**config.mk**
```make
export PLATFORM = sky130hd
export DESIGN_NAME = crtht_top
export DESIGN_NICKNAME = d
export VERILOG_FILES = /design/src/hdl/crtht_pkg.sv /design/src/hdl/crtht_cfg_if.sv /design/src/hdl/crtht_hgen.sv /design/src/hdl/crtht_top.sv
export SDC_FILE = /design/constraint.sdc
export NUM_CORES = 1
export LEC_CHECK = 0
export ABC_AREA = 1
export BUFFER_PORTS_ARGS = -buffer_cell sky130_fd_sc_hd__buf_4
export CORE_ASPECT_RATIO = 0.8
export CORE_MARGIN = 4
export CORE_UTILIZATION = 30
export CTS_CLUSTER_SIZE = 20
export DETAILED_ROUTE_END_ITERATION = 6
export PLACE_DENSITY = 0.56
export SETUP_SLACK_MARGIN = 0.2
export SYNTH_ARGS = -nofsm -noshare
export SYNTH_HDL_FRONTEND = slang
export SYNTH_SLANG_ARGS = --single-unit
```
**constraint.sdc**
```tcl
create_clock -name clk_sys -period 2.5 [get_ports clk_sys]
set_input_delay 0.5 -clock clk_sys [delete_from_list [all_inputs] [get_ports clk_sys]]
set_output_delay 0.5 -clock clk_sys [all_outputs]
set_load 0.01 [all_outputs]
```
**src/hdl/crtht_pkg.sv**
```systemverilog
// shared constants for the crt horizontal / vertical timing block
package crtht_pkg;
  // io port bases, index and data ports sit one apart
  localparam logic [15:0] CRTHT_MONO_INDEX = 16'h03b4;
  localparam logic [15:0] CRTHT_MONO_DATA = 16'h03b5;
  localparam logic [15:0] CRTHT_COLOR_INDEX = 16'h03d4;
  localparam logic [15:0] CRTHT_COLOR_DATA = 16'h03d5;
  // register indices behind the data port
  localparam logic [6:0] CRTHT_IDX_HBLANK_END = 7'h03;
  localparam logic [6:0] CRTHT_IDX_HSYNC_START = 7'h04;
  localparam logic [6:0] CRTHT_IDX_HSYNC_END = 7'h05;
  localparam logic [6:0] CRTHT_IDX_VTOTAL_LOW = 7'h06;
  localparam logic [6:0] CRTHT_IDX_OVERFLOW = 7'h07;
  localparam logic [6:0] CRTHT_IDX_PRESET = 7'h08;
  // reset values
  localparam logic [7:0] CRTHT_RST_HBLANK_END = 8'h0080;
  localparam logic [7:0] CRTHT_RST_ZERO = 8'h0000;
  localparam logic [6:0] CRTHT_RST_INDEX = 7'h00;
  // field positions
  localparam int CRTHT_TOP_BIT = 7;
  localparam int CRTHT_SKEW_HI = 6;
  localparam int CRTHT_SKEW_LO = 5;
  localparam int CRTHT_FIELD5_HI = 4;
  localparam int CRTHT_OV_VT8 = 0;
  localparam int CRTHT_OV_VD8 = 1;
  localparam int CRTHT_OV_VR8 = 2;
  localparam int CRTHT_OV_VB8 = 3;
  localparam int CRTHT_OV_LC8 = 4;
  localparam int CRTHT_OV_VT9 = 5;
  localparam int CRTHT_OV_VD9 = 6;
  localparam int CRTHT_OV_VR9 = 7;
  // skew pipeline depth, largest two-bit skew
  localparam int CRTHT_SKEW_DEPTH = 3;
  // character clock divider, pixels per character
  localparam logic [3:0] CRTHT_CHAR_DIV = 4'h0008;
  localparam logic [3:0] CRTHT_ONE4 = 4'h0001;
  localparam logic [4:0] CRTHT_ONE5 = 5'h0001;
  localparam logic [4:0] CRTHT_ZERO5 = 5'h0000;
  localparam logic [7:0] CRTHT_ZERO8 = 8'h0000;
endpackage : crtht_pkg

```
**src/hdl/crtht_cfg_if.sv**
```systemverilog
`timescale 1ns/1ps
`default_nettype none
// register fields handed from the register file to the horizontal generator
interface crtht_cfg_if;
  logic char_en; // one-cycle character clock enable
  logic [7:0] hcount; // horizontal character counter
  logic [7:0] hblank_start; // blanking start position
  logic [5:0] hblank_end_value; // six-bit blanking end
  logic [7:0] hsync_start; // sync start position
  logic [4:0] hsync_end_value; // five-bit sync end
  logic [1:0] display_enable_skew; // de delay in characters
  logic [1:0] hsync_skew; // sync start delay in characters
  logic de_raw; // undelayed display enable
  modport regs (output char_en, hcount, hblank_start, hblank_end_value, hsync_start,
    hsync_end_value, display_enable_skew, hsync_skew, de_raw);
  modport gen (input char_en, hcount, hblank_start, hblank_end_value, hsync_start,
    hsync_end_value, display_enable_skew, hsync_skew, de_raw);
endinterface : crtht_cfg_if
`default_nettype wire

```
**src/hdl/crtht_hgen.sv**
```systemverilog
`timescale 1ns/1ps
`default_nettype none
// horizontal blanking, sync and display enable with skew
module crtht_hgen
  import crtht_pkg::*;
(
  input wire logic clk_sys, // system clock
  input wire logic srst, // synchronous reset
  crtht_cfg_if.gen cfg, // fields from the register file
  output logic hblank, // horizontal blanking
  output logic hsync, // horizontal sync
  output logic display_enable // skewed display enable
);
  // all state in one struct
  typedef struct packed {
    logic [CRTHT_SKEW_DEPTH-1:0] de_pipe; // delayed display enable taps
    logic [CRTHT_SKEW_DEPTH-1:0] hs_pipe; // delayed sync start taps
    logic hblank; // blanking level
    logic hsync; // sync level
    logic de; // selected display enable
  } crtht_hgen_t;

  crtht_hgen_t st_q;
  crtht_hgen_t st_d;

  // pick tap by skew; zero skew takes the live value
  function automatic logic skew_tap(input logic live, input logic [CRTHT_SKEW_DEPTH-1:0] taps,
                                    input logic [1:0] skew);
    logic r;
    r = live;
    if (skew != 2'b00)
    begin
      r = taps[skew - 2'b01];
    end
    return r;
  endfunction : skew_tap

  // next state, everything advances on the character enable
  always_comb
  begin
    logic hs_start_now;
    logic de_now;
    hs_start_now = 1'b0;
    de_now = 1'b0;
    st_d = st_q;
    if (cfg.char_en)
    begin
      st_d.de_pipe = {st_q.de_pipe[CRTHT_SKEW_DEPTH-2:0], cfg.de_raw};
      st_d.hs_pipe = {st_q.hs_pipe[CRTHT_SKEW_DEPTH-2:0], cfg.hcount == cfg.hsync_start};
      if (cfg.hcount == cfg.hblank_start)
      begin
        st_d.hblank = 1'b1;
      end
      else if (cfg.hcount[5:0] == cfg.hblank_end_value)
      begin
        st_d.hblank = 1'b0;
      end
      hs_start_now = skew_tap(cfg.hcount == cfg.hsync_start, st_q.hs_pipe, cfg.hsync_skew);
      if (hs_start_now)
      begin
        st_d.hsync = 1'b1;
      end
      else if (cfg.hcount[4:0] == cfg.hsync_end_value)
      begin
        st_d.hsync = 1'b0;
      end
      de_now = skew_tap(cfg.de_raw, st_q.de_pipe, cfg.display_enable_skew);
      st_d.de = de_now;
    end
  end

  // state register
  always_ff @(posedge clk_sys)
  begin
    if (srst)
    begin
      st_q <= '0;
    end
    else
    begin
      st_q <= st_d;
    end
  end

  assign hblank = st_q.hblank;
  assign hsync = st_q.hsync;
  assign display_enable = st_q.de;
endmodule : crtht_hgen
`default_nettype wire

```
**src/hdl/crtht_top.sv**
```systemverilog
// Overview of operation
// - blank-end top bit resets one, writable
// - de skew delays display enable
// - blank end joins five bits plus one
// - blank ends on six-bit count match
// - sync starts at start register match
// - sync skew delays sync start
// - sync ends on five-bit count match
// - vertical total assembled to eleven bits
// - overflow bits feed vertical high bits
// - byte panning added to memory address
// - line compare forces panning zero till vsync
// - row scan starts at preset after retrace
// - preset only for upper split region
// - row scan wraps at cell height
// - index port selects data port register
// - blank starts at blank start match
`timescale 1ns/1ps
`default_nettype none
module crtht_top
  import crtht_pkg::*;
(
  input wire logic clk_sys, // system clock, 100 MHz
  input wire logic srst, // synchronous reset, active high
  input wire logic [15:0] io_addr, // io port address
  input wire logic io_wr, // io write strobe, one cycle
  input wire logic io_rd, // io read strobe, one cycle
  input wire logic [7:0] io_wdata, // io write data
  input wire logic io_color_sel, // address select, 1 = colour base
  output logic [7:0] io_rdata, // read data, one cycle after io_rd
  output logic io_rack, // read answered pulse
  input wire logic [7:0] hcount, // horizontal character counter
  input wire logic [7:0] hblank_start, // blank start register value
  input wire logic de_raw, // display enable before skew
  input wire logic scan_line_end, // pulse at end of each scan line
  input wire logic vsync_active, // vertical sync level
  input wire logic line_compare_hit, // pulse when line compare matches
  input wire logic split_enable, // split screen in effect
  input wire logic pixel_pan_compat, // attribute mode control bit 5
  input wire logic [4:0] cell_height, // cell height register field
  input wire logic vtotal_bit10, // total bit 10 from repaint control
  input wire logic [15:0] display_addr, // memory address before panning
  output logic char_en, // character clock enable pulse
  output logic hblank, // horizontal blanking
  output logic hsync, // horizontal sync
  output logic display_enable, // skewed display enable
  output logic [15:0] mem_addr, // panned memory address
  output logic [1:0] byte_panning, // effective byte panning
  output logic [4:0] row_scan, // row scan counter
  output logic [10:0] vertical_total, // eleven-bit vertical total
  output logic [1:0] vdisplay_end_high, // display end bits 9..8
  output logic [1:0] vsync_start_high, // sync start bits 9..8
  output logic vblank_start_high_bit, // blanking start bit 8
  output logic line_compare_high // line compare bit 8
);
  // all registered state of the top in one struct
  typedef struct packed {
    logic [6:0] index; // timing_index_register
    logic [7:0] hblank_end_skew; // blank end / de skew
    logic [7:0] hsync_start_position; // sync start
    logic [7:0] hsync_end_skew; // sync end / skew / blank end bit 5
    logic [7:0] vertical_total_low; // total low byte
    logic [7:0] vertical_overflow_bits; // vertical high bits
    logic [7:0] preset_row_scan_panning; // preset and panning
    logic [7:0] rdata; // read data
    logic rack; // read answered
    logic [3:0] div; // character clock divider
    logic char_en; // character enable
    logic pan_force; // panning forced to zero
    logic vsync_prev; // last vsync level for edges
    logic [4:0] row; // row scan counter
    logic lower_region; // below split line
    logic [15:0] addr; // panned address
    logic [10:0] vtotal; // assembled total
  } crtht_top_t;

  crtht_top_t st_q;
  crtht_top_t st_d;

  crtht_cfg_if cfg ();

  // port decode, base chosen by the address-select setting
  function automatic logic port_hit(input logic [15:0] a, input logic color,
                                    input logic data_port);
    logic [15:0] want;
    want = data_port ? (color ? CRTHT_COLOR_DATA : CRTHT_MONO_DATA)
                     : (color ? CRTHT_COLOR_INDEX : CRTHT_MONO_INDEX);
    return a == want;
  endfunction : port_hit

  // next state
  always_comb
  begin
    logic idx_hit;
    logic dat_hit;
    logic vsync_rise;
    logic vsync_fall;
    idx_hit = 1'b0;
    dat_hit = 1'b0;
    vsync_rise = 1'b0;
    vsync_fall = 1'b0;
    st_d = st_q;
    st_d.rack = 1'b0;
    idx_hit = port_hit(io_addr, io_color_sel, 1'b0);
    dat_hit = port_hit(io_addr, io_color_sel, 1'b1);

    if (io_wr && idx_hit)
    begin
      st_d.index = io_wdata[6:0];
    end
    else if (io_wr && dat_hit)
    begin
      case (st_q.index)
        CRTHT_IDX_HBLANK_END: st_d.hblank_end_skew = io_wdata;
        CRTHT_IDX_HSYNC_START: st_d.hsync_start_position = io_wdata;
        CRTHT_IDX_HSYNC_END: st_d.hsync_end_skew = io_wdata;
        CRTHT_IDX_VTOTAL_LOW: st_d.vertical_total_low = io_wdata;
        CRTHT_IDX_OVERFLOW: st_d.vertical_overflow_bits = io_wdata;
        CRTHT_IDX_PRESET: st_d.preset_row_scan_panning = io_wdata;
        // other indices belong to neighbouring parts
        default: st_d.index = st_q.index;
      endcase
    end

    // register read, answered next cycle
    if (io_rd && (idx_hit || dat_hit))
    begin
      st_d.rack = 1'b1;
      st_d.rdata = CRTHT_ZERO8;
      if (idx_hit)
      begin
        // reserved top bit reads zero
        st_d.rdata = {1'b0, st_q.index};
      end
      else
      begin
        case (st_q.index)
          CRTHT_IDX_HBLANK_END: st_d.rdata = st_q.hblank_end_skew;
          CRTHT_IDX_HSYNC_START: st_d.rdata = st_q.hsync_start_position;
          CRTHT_IDX_HSYNC_END: st_d.rdata = st_q.hsync_end_skew;
          CRTHT_IDX_VTOTAL_LOW: st_d.rdata = st_q.vertical_total_low;
          CRTHT_IDX_OVERFLOW: st_d.rdata = st_q.vertical_overflow_bits;
          CRTHT_IDX_PRESET: st_d.rdata = st_q.preset_row_scan_panning;
          // unmapped index reads zero
          default: st_d.rdata = CRTHT_ZERO8;
        endcase
      end
    end

    // character clock divider, one-cycle enable
    st_d.char_en = 1'b0;
    if (st_q.div == CRTHT_CHAR_DIV - CRTHT_ONE4)
    begin
      st_d.div = 4'h0000;
      st_d.char_en = 1'b1;
    end
    else
    begin
      st_d.div = st_q.div + CRTHT_ONE4;
    end

    // vsync edges
    st_d.vsync_prev = vsync_active;
    vsync_rise = vsync_active && !st_q.vsync_prev;
    vsync_fall = !vsync_active && st_q.vsync_prev;

    // forced zero until vsync start; set wins over clear
    if (line_compare_hit && pixel_pan_compat)
    begin
      st_d.pan_force = 1'b1;
    end
    else if (vsync_rise)
    begin
      st_d.pan_force = 1'b0;
    end

    st_d.addr = display_addr + {14'h0000,
      st_q.pan_force ? 2'b00 : st_q.preset_row_scan_panning[CRTHT_SKEW_HI:CRTHT_SKEW_LO]};

    // row scan counter
    if (vsync_fall)
    begin
      st_d.row = st_q.preset_row_scan_panning[CRTHT_FIELD5_HI:0];
      st_d.lower_region = 1'b0;
    end
    // lower split region starts at zero
    else if (line_compare_hit && split_enable)
    begin
      st_d.row = CRTHT_ZERO5;
      st_d.lower_region = 1'b1;
    end
    else if (scan_line_end)
    begin
      // clear at cell height, else count, wraps after 1Fh
      if (st_q.row == cell_height)
      begin
        st_d.row = CRTHT_ZERO5;
      end
      else
      begin
        st_d.row = st_q.row + CRTHT_ONE5;
      end
    end

    st_d.vtotal = {vtotal_bit10, st_q.vertical_overflow_bits[CRTHT_OV_VT9],
                   st_q.vertical_overflow_bits[CRTHT_OV_VT8], st_q.vertical_total_low};
  end

  // state register; undefined reset fields are cleared for determinism
  always_ff @(posedge clk_sys)
  begin
    if (srst)
    begin
      st_q <= '0;
      st_q.index <= CRTHT_RST_INDEX;
      // blank-end top bit resets to one
      st_q.hblank_end_skew <= CRTHT_RST_HBLANK_END;
      st_q.hsync_start_position <= CRTHT_RST_ZERO;
      st_q.hsync_end_skew <= CRTHT_RST_ZERO;
    end
    else
    begin
      st_q <= st_d;
    end
  end

  // fields to the generator
  assign cfg.char_en = st_q.char_en;
  assign cfg.hcount = hcount;
  assign cfg.hblank_start = hblank_start;
  // sixth bit from sync end register
  assign cfg.hblank_end_value = {st_q.hsync_end_skew[CRTHT_TOP_BIT],
                                 st_q.hblank_end_skew[CRTHT_FIELD5_HI:0]};
  assign cfg.hsync_start = st_q.hsync_start_position;
  assign cfg.hsync_end_value = st_q.hsync_end_skew[CRTHT_FIELD5_HI:0];
  assign cfg.display_enable_skew = st_q.hblank_end_skew[CRTHT_SKEW_HI:CRTHT_SKEW_LO];
  assign cfg.hsync_skew = st_q.hsync_end_skew[CRTHT_SKEW_HI:CRTHT_SKEW_LO];
  assign cfg.de_raw = de_raw;

  // horizontal generator, outputs are its flops
  crtht_hgen u_hgen (
    .clk_sys(clk_sys),
    .srst(srst),
    .cfg(cfg.gen),
    .hblank(hblank),
    .hsync(hsync),
    .display_enable(display_enable)
  );

  // outputs straight from state flops, except byte_panning, which is muxed to zero by pan_force
  assign io_rdata = st_q.rdata;
  assign io_rack = st_q.rack;
  assign char_en = st_q.char_en;
  assign mem_addr = st_q.addr;
  assign byte_panning = st_q.pan_force ? 2'b00
                      : st_q.preset_row_scan_panning[CRTHT_SKEW_HI:CRTHT_SKEW_LO];
  assign row_scan = st_q.row;
  assign vertical_total = st_q.vtotal;
  assign vdisplay_end_high = {st_q.vertical_overflow_bits[CRTHT_OV_VD9],
                              st_q.vertical_overflow_bits[CRTHT_OV_VD8]};
  assign vsync_start_high = {st_q.vertical_overflow_bits[CRTHT_OV_VR9],
                             st_q.vertical_overflow_bits[CRTHT_OV_VR8]};
  assign vblank_start_high_bit = st_q.vertical_overflow_bits[CRTHT_OV_VB8];
  assign line_compare_high = st_q.vertical_overflow_bits[CRTHT_OV_LC8];
endmodule : crtht_top
`default_nettype wire

```
### After elaboration in Yosys (flattened, before gate mapping)

Cells that the tools add are included.

* logic and storage cells: 96
* input bits: 73
* output and inout bits: 53
* register bits: 113

* reduce and logical (&&, ||, !) cells: 26
* add/sub/neg operators: 5
* order comparisons: 2
* equality and inequality tests: 14
* mux-type cells: 26
* bitwise logic cells: 1

Operator list (count)
* one-hot mux 8 bit (6 select lines): 1
* equality test 16 x 10 -> 1 bit: 2
* equality test 7 x 3 -> 1 bit, second input constant: 4
* 2-to-1 mux 7 bit: 3
* AND reduction 3 bit: 6
* adder 16 x 2 -> 16 bit: 1
* equality test 8 bit: 2
* 2-to-1 mux 5 bit: 3
* 2-to-1 mux 1 bit: 14
* equality test 5 bit: 2
* nonzero test 2 bit: 5
* 2-to-1 mux 8 bit: 1
* equality test 7 x 2 -> 1 bit, second input constant: 1
* equality test 7 x 4 -> 1 bit, second input constant: 1
* logical AND 1 bit: 7
* equality test 6 bit: 1
* < comparator 2 x 3 -> 1 bit, second input constant: 2
* 2-to-1 mux 6 bit: 1
* adder 5 x 1 -> 5 bit, second input constant: 1
* adder 4 x 1 -> 4 bit, second input constant: 1
* binary-select mux 1 bit (select 2 bit): 2
* equality test 4 x 3 -> 1 bit, second input constant: 1
* AND reduction 2 bit: 2
* OR reduction 2 bit: 2
* 6 further kinds: 8

### Logic depth before layout (Yosys ltp)

Gate-level depths: netlist of run 1.

* word-level depth: 7
* gate-level depth with buffers: 13
* mapped depth without buffers: 13

### By module

From an unflattened synthesis of run 1, not the netlist that was laid out.

* cells, all modules: 927
* area, all modules: 6160.9 sq um

Modules (own cells, without submodules)
* crtht_top: sequential area each 2062.0 sq um, instances 1, area each 5336.4 sq um, cells each 790
* crtht_hgen: sequential area each 180.2 sq um, instances 1, area each 824.5 sq um, cells each 137

### Least setup slack after synthesis of run 1

Ideal clock, no wire load.

* path type: flip-flop to flip-flop
* start: register st_q[54] (netlist name)
* end: register st_q (netlist bit mem_addr[14])
* path slack: 444 ps
* period minus slack after synthesis: 2056 ps
* library setup time: 116 ps
* arrival: 1941 ps
* buffers on the path: 0
* cell stages (with the launch flop): 14
* data required time: 2384 ps
* cells stage by stage: dfxtp_1 inv_1 nor2_1 ha_1 inv_1 fa_1 nor2_1 nand2_1 inv_1 nand4_1 nor2_1 nand3_1 nand2_1 a21oi_1

* cells in the longest elaborated chain, start to end: 2

Ends and longest elaborated chain
* start, declared: RTL line crtht_top.sv:77 `crtht_top_t st_q;`
* start signal, assigned: RTL line crtht_top.sv:223 `st_q <= st_d;`
* 2-to-1 mux 2 bit
* via byte_panning[0]: RTL line crtht_top.sv:48 `output logic [1:0] byte_panning,`
* adder 16 x 2 -> 16 bit: RTL line crtht_top.sv:177 `st_d.addr = display_addr + {14'h0000,`

The timed path passes the listed nets, and every way through them passes these cells.
A chain may end at the register's enable or synchronous reset.

### Final worst setup path of run 1

* start: register st_q[54] (netlist name)
* end: register st_q (netlist bit mem_addr[14])

* cells in the longest elaborated chain, start to end: 2

Ends and longest elaborated chain
* 2-to-1 mux 2 bit: RTL line crtht_top.sv:178 `st_q.pan_force ? 2'b00 : st_q.preset_row_scan_panning[CRTHT_SKEW_HI:CRTHT_SKEW_LO]};`
* adder 16 x 2 -> 16 bit: RTL line crtht_top.sv:177

Every way passes these cells.

==> reports/summary.txt, run 1 <==
switching fraction of total power -> 0.246
commonest non-fill, non-tap cell in the layout -> nor2_1
hold_sp -> display_addr[3]
GRT Util Overall -> 0.154
flops & latches, synth -> 112
global-route wire length before repair -> 27.1 mm
commonest non-fill, non-tap cells in the layout -> nor2_1 (201), nand2_1 (198), buf_4 (142), inv_1 (119), dfxtp_1 (112)
total CTS buffers -> 9
die width -> 165 µm
Fillers -> 2076
startpoint types -> register
largest net degree at the start of global routing -> 59
TritonRoute pass-1 iters -> 5
Comb pwr share -> 0.091
final instance area -> 7200 µm²
Critical R2R Launch -> st_q[54]
Post-Route WL -> 17.0 mm
unrepaired setup endpoints after global routing -> no
net switching power -> 899 µW
relative slew slack -> 0.615
max cap viols -> 0
complex-gate fraction of the synthesized area -> 0.0786
kind of critical path -> reg2reg
Post-Synth Adder-Cell Area -> 0.0161
core box area -> 19200 µm²
CTS tree -> built
FP Rows -> 45
worst skew pair latency -> 360 ps
pre-CTS WS -> 268 ps
final setup margin -> 367 ps
internal power -> 2760 µW
Routed Antenna Nets -> 0
initial antenna violation count -> 0
Worst Path Arrival -> 2390 ps
H-Tree Depth -> 3
Leak -> 0.00372 µW
final design utilization -> 0.375
die area -> 22100 µm²
Sink Count -> 112
Slew @ Worst Pin -> 576 ps
HPWL Detailed -> 12.7 mm
clk slew on worst S/H paths -> 70 ps
R2R cell count -> 13
Min-Delay Endpoint -> mem_addr[3]
outcome -> completed
Sequential Power Share -> 0.501
vias in the first global route -> 5227
Die H -> 134 µm
vias -> 5670
Non-Filler Instances -> 1271
Simple-Gate Fraction of Synth Area -> 0.358
worst hold path class -> in2reg
Pins Over Slew Limit -> 0
XOR/XNOR share of the synthesized area -> 0.0178
gr ovfl total -> 0
Synth warnings -> 0
crit share post-route -> 0.853
Fin. Hold Viols -> 0
Antenna Cells -> 0
final setup fails -> 0
synthesized area -> 5920 µm²
DRC Markers -> 0
Initial DRC Count -> 448
Placed Area -> 6890 µm²
Power Dens Cells -> 507 nW/µm²
worst-path cell chain -> inv_1 -> nor2_2 -> ha_1 -> inv_1 -> fa_1 -> nor2_2 -> nand2_1 -> inv_1 -> nand4_1 -> nor2_2 -> nand3_1 -> nand2_1 -> a21oi_1
crit path max fanout -> 3
IO Port Bufs -> 125
Post-Syn Nets -> 1003
fmax -> 469 MHz
Ports -> 126
Gate Count Post-Synth -> 923
slowest library cell on the worst path -> fa_1
combinational family with the most area after synthesis -> simple AND/OR/NAND/NOR gates
final net count -> 1088
Crit. End Element -> register
register area share after synthesis -> 0.379
Post-Route Setup TNS -> 0 ps
initial core utilization -> 0.308
clk_skew -> 8.05 ps
Vias/cell -> 4.46
Synth cell types -> 32
mux cell area share after synthesis -> 0
Placed Cells -> 1254
share of cells above drive strength 1 -> 0.169
root buf cell -> clkbuf_16
clock network fraction of total power -> 0.408
Placer Congestion -> 0.851
Hold Crit Depth -> 2
Worst R2R End -> mem_addr[14]
reg2reg setup slack -> 370 ps
maximum VDD drop -> 0.292 mV
largest stage delay on the critical path -> 400 ps
crit path time final -> 2130 ps
Critical Path RT -> 2750 ps
Synth Area per Inst -> 6.41 µm²
wire length per cell -> 13.4 µm
CTS max path bufs -> 2
Layout area overhead -> 21.7%
## per-stage QoR
step | hold slack [ps] | power [µW]
after floorplan | 418 | 2040
after global placement | 434 | 2210
after detailed placement | 438 | 2210
after CTS | 319 | 3720
after global routing | 333 | 3830
final | 339 | 3650
## cell usage after synthesis
library cell | number | area, µm²
a31oi_1 | 4 | 25.0
nor3b_4 | 1 | 18.8
nand3_1 | 72 | 360
a211oi_1 | 1 | 7.51
o21bai_1 | 1 | 7.51
nor2_1 | 205 | 769
nor3_1 | 14 | 70.1
xor2_1 | 9 | 78.8
nor4_1 | 1 | 6.26
fa_1 | 1 | 20.0
buf_4 | 44 | 330
nand3_2 | 1 | 10.0
o22ai_1 | 5 | 31.3
nand2_1 | 198 | 743
buf_2 | 10 | 50.1
inv_1 | 119 | 447
clkinv_1 | 1 | 3.75
dfxtp_1 | 112 | 2240
clkbuf_1 | 15 | 56.3
a221oi_1 | 1 | 8.76
or2_2 | 3 | 18.8
inv_2 | 1 | 3.75
nand3b_1 | 1 | 7.51
nor3_2 | 1 | 10.0
a21o_1 | 1 | 7.51
a22oi_1 | 1 | 7.51
xnor2_1 | 3 | 26.3
a21oi_1 | 32 | 160
ha_1 | 6 | 75.1
nand4_1 | 16 | 100
o21ai_0 | 42 | 210
and2_1 | 1 | 6.26
## worst max path at each step
stage	cells past startpoint	endpoint	from	slack [ps]
2_1_floorplan	13	mem_addr[14]	st_q[54]	440
3_3_place_gp	12	mem_addr[14]	display_addr[0]	280
3_5_place_dp	12	mem_addr[14]	display_addr[0]	270
4_1_cts	13	mem_addr[14]	st_q[54]	260
5_1_grt	13	mem_addr[14]	st_q[54]	160
6_report	13	mem_addr[14]	st_q[54]	370
## critical path, delay by kind of cell, from the launching register on
kind,cells,cell delay [ps]
adders and majority gates,2,580
and+or+nand+nor,7,870
buffers and inverters,3,220
DFF,1,330
AOI/OAI and AO/OA,1,40
## power by group through the flow
stage	Sequential [µW]	Combinational, µW	Clock [µW]
2_1_floorplan	1870	170	0
3_3_place_gp	1870	332	0
3_5_place_dp	1870	333	0
4_1_cts	1830	334	1550
5_1_grt	1840	368	1620
6_report	1830	332	1490
## state kept, by name (all words and copies together) (netlist names), 5 cells and up
register	cells
vertical_total	11
u_hgen.st_q	6
io_rdata	8
cfg.hsync_end_value	5
row_scan	5
st_q	22
cfg.hblank_end_value	6
mem_addr	16
st_d	10
cfg.hsync_start	8
## routing by layer
metal  global-route usage  share of wire  vias up
met2                0.236           0.43      139
li1                     -              -     3003
met3               0.0371          0.058        6
met4               0.0212         0.0044        0
met5                    0              0        -
met1                0.224           0.51     2522
## logic make-up (layout without fill, tap and decap cells)
| group | Yosys count | in the layout |
|---|---|---|
| XOR/XNOR | 12 | 12 |
| flip-flops | 112 | 112 |
| AND/OR/NAND/NOR | 514 | 514 |
| AO/OA/AOI/OAI | 88 | 88 |
| buffers and inverters | 190 | 280 |
| adder cells (fa/ha/maj) | 7 | 7 |
## what timing repair did
item / in CTS / in global routing
resized for setup: 0 / 3
hold endpoints to repair: 0 / 0
setup buffers: 0 / 1
setup endpoints to repair: 0 / 2
hold buffers: 0 / 0
## area by class of cell
class                      count  area (µm²)  area share
timing repair buffer         143        1090       0.151
clock buffer                   9         225      0.0313
sequential                   112        2240       0.311
clock inverter                 7        77.6      0.0108
multi-input combinational    621        2800       0.388
tap                          258         323      0.0448
inverter                     121         454      0.0630
(Power assumes the default switching activity.)
==> run 2: changes to the inputs <==
Settings changed: BUFFER_PORTS_ARGS -buffer_cell sky130_fd_sc_hd__buf_4 to -buffer_cell sky130_fd_sc_hd__buf_2.
Clock period 2.5 ns to 2.7 ns, I/O delays scaled along.
==> run 2 against run 1 <==
Final cell count decreased by 0.24%. First-iteration DRC count decreased by 23%. Highest routed layer unchanged. Worst hold slack improved by 45 ps. Flip-flop and latch count unchanged. Critical endpoint unchanged. Clock skew about the same. Critical path type unchanged. Largest cell class unchanged. Total power decreased by 8.2%. Sequential power decreased by 8%.
==> reports/summary.txt, run 2 (synthesized netlist as in run 1, its figures left out) <==
outcome -> completed
Largest register FFs -> 22 (unchanged)
R2R cell count -> 13 (unchanged)
hold_sp -> vtotal_bit10
crit path time final -> 2230 ps (+98.8 ps)
initial core utilization -> 0.308 (unchanged)
H-Tree Depth -> 3 (unchanged)
Pins Over Slew Limit -> 0 (unchanged)
largest stage delay on the critical path -> 380 ps (-20 ps)
Vias/cell -> 4.44 (-0.52%)
global-route wire length before repair -> 26.6 mm (-2.0%)
kind of critical path -> reg2reg
switching fraction of total power -> 0.251 (+0.00487)
final setup fails -> 0 (unchanged)
share of cells above drive strength 1 -> 0.163 (-0.00544)
multi-input combinational cell area -> 2790 µm² (-0.27%)
root buf cell -> clkbuf_16
hold_buf cts -> 0 (unchanged)
gr ovfl total -> 0 (unchanged)
Crit. End Element -> register
net switching power -> 841 µW (-6.4%)
Layout area overhead -> 16.0%
Worst R2R End -> mem_addr[14]
vias -> 5627 (-0.76%)
register area -> 2240 µm² (unchanged)
Routed Antenna Nets -> 0 (unchanged)
initial antenna violation count -> 0 (unchanged)
Slew @ Worst Pin -> 593 ps (+16.6 ps)
Placed Area -> 6560 µm² (-4.8%)
Power Dens Cells -> 488 nW/µm² (-3.7%)
clk_skew -> 8.47 ps (+0.412 ps)
Ports -> 126 (unchanged)
Fillers -> 2132 (+2.7%)
Antenna Cells -> 0 (unchanged)
Initial DRC Count -> 347 (-23%)
Critical Path RT -> 2950 ps (+200 ps)
IO Port Bufs -> 125 (unchanged)
unrepaired setup endpoints after global routing -> no
Post-Route Setup TNS -> 0 ps (unchanged)
clk slew on worst S/H paths -> 80 ps (about the same)
TritonRoute pass-1 iters -> 5 (unchanged)
total CTS buffers -> 9 (unchanged)
Min-Delay Endpoint -> vertical_total[10]
Post-Route WL -> 16.7 mm (-1.6%)
internal power -> 2510 µW (-8.8%)
HPWL Detailed -> 12.6 mm (-0.53%)
crit-path leading delay family -> simple AND/OR/NAND/NOR gates
Placer Congestion -> 0.863 (+1.4%)
post-CTS setup buffers -> 0 (unchanged)
fmax -> 448 MHz (-4.4%)
vias in the first global route -> 5118 (-2.1%)
maximum VDD drop -> 0.262 mV (-10%)
Comb pwr share -> 0.080 (-0.011)
startpoint types -> register
core box area -> 19200 µm² (unchanged)
worst-path cell chain -> inv_1 -> nor2_1 -> ha_1 -> inv_1 -> fa_1 -> nor2_1 -> nand2_1 -> inv_1 -> nand4_1 -> nor2_1 -> nand3_1 -> nand2_1 -> a21oi_1
relative slew slack -> 0.604 (-0.0111)
crit share post-route -> 0.827 (-0.0266)
FP Rows -> 45 (unchanged)
Fin. Hold Viols -> 0 (unchanged)
Top reg by flops -> st_q
Buf/Inv on CP -> 3 (unchanged)
largest net degree at the start of global routing -> 55 (-6.8%)
final net count -> 1085 (-0.28%)
Hold Crit Depth -> 3 (+1)
wire length per cell -> 13.2 µm (-1.4%)
commonest non-fill, non-tap cells in the layout -> nor2_1 (204), nand2_1 (198), buf_2 (125), inv_1 (119), dfxtp_1 (112)
Sink Count -> 112 (unchanged)
die area -> 22100 µm² (unchanged)
clock network fraction of total power -> 0.414 (+0.006)
GRT Util Overall -> 0.152 (-0.00217)
crit path max fanout -> 4 (+1)
slowest library cell on the worst path -> fa_1
final instance area -> 6870 µm² (-4.7%)
CTS tree -> built
Critical R2R Launch -> st_q[54]
Sequential Power Share -> 0.505 (+0.004)
CTS max path bufs -> 2 (unchanged)
Worst Path Arrival -> 2480 ps (+90 ps)
worst hold path class -> in2reg
Die H -> 134 µm (unchanged)
Leak -> 0.00363 µW (-2.3%)
commonest non-fill, non-tap cell in the layout -> nor2_1
DRC Markers -> 0 (unchanged)
worst skew pair latency -> 360 ps (about the same)
die width -> 165 µm (unchanged)
quantity of gates resized following cts -> 0 (unchanged)
max cap viols -> 0 (unchanged)
reg2reg setup slack -> 470 ps (+100 ps)
-- run 2: changes by cell type in the layout (fill, tap and decap cells not counted), sizes merged --
cell,previous run,this run
buf,143,140
clkinvlp,1,3
inv,124,122
-- run 2: tightest hold or removal path, cell delays in order --
cell and delay (ps):
buf_2 80, inv_1 30, nor2_1 60
-- run 2: per-stage QoR --
| stage | std cells | total power (µW) | hold slack (ps) | util | setup slack (ps) |
|---|---|---|---|---|---|
| after floorplan | 923 | 1890 | 418 | - | 644 |
| after global placement | 1252 | 2000 | 433 | 0.342 | 424 |
| after detailed placement | 1252 | 2000 | 438 | 0.342 | 411 |
| after CTS | 1268 | 3400 | 375 | 0.358 | 463 |
| after global routing | 1268 | 3500 | 393 | 0.358 | 251 |
| final | 1268 | 3350 | 384 | 0.358 | 468 |
-- run 2: worst max-delay path by stage --
stage                    startpoint      endpoint  slack, ps  depth (start not counted)
CTS                        st_q[54]  mem_addr[14]        460                         13
detailed placement  display_addr[0]  mem_addr[14]        410                         12
global route               st_q[54]  mem_addr[14]        250                         13
finish                     st_q[54]  mem_addr[14]        470                         13
floorplan                  st_q[54]  mem_addr[14]        640                         13
global placement    display_addr[0]  mem_addr[14]        420                         12
-- run 2: cell type report --
type	instances	share of cell area
clock buffers	9	0.0328
clock inverters	7	0.0118
inverters	121	0.0662
multi-input cells	621	0.406
flip-flops and latches	112	0.327
well taps	258	0.0470
repair buffers	140	0.109
-- run 2: metal layers --
metal | vias to the layer above | GRT usage | wire [µm]
li1 | 2997 | - | -
met1 | 2477 | 0.224 | 8530
met2 | 140 | 0.229 | 7090
met3 | 13 | 0.0300 | 932
met4 | 0 | 0.0296 | 152
met5 | - | 0 | 0
-- run 2: power by group through the flow --
stage	combinational (µW)	clock, µW	sequential (µW)
6_report	269	1390	1690
3_5_place_dp	271	0	1730
2_1_floorplan	157	0	1730
5_1_grt	303	1500	1700
3_3_place_gp	270	0	1730
4_1_cts	272	1440	1690
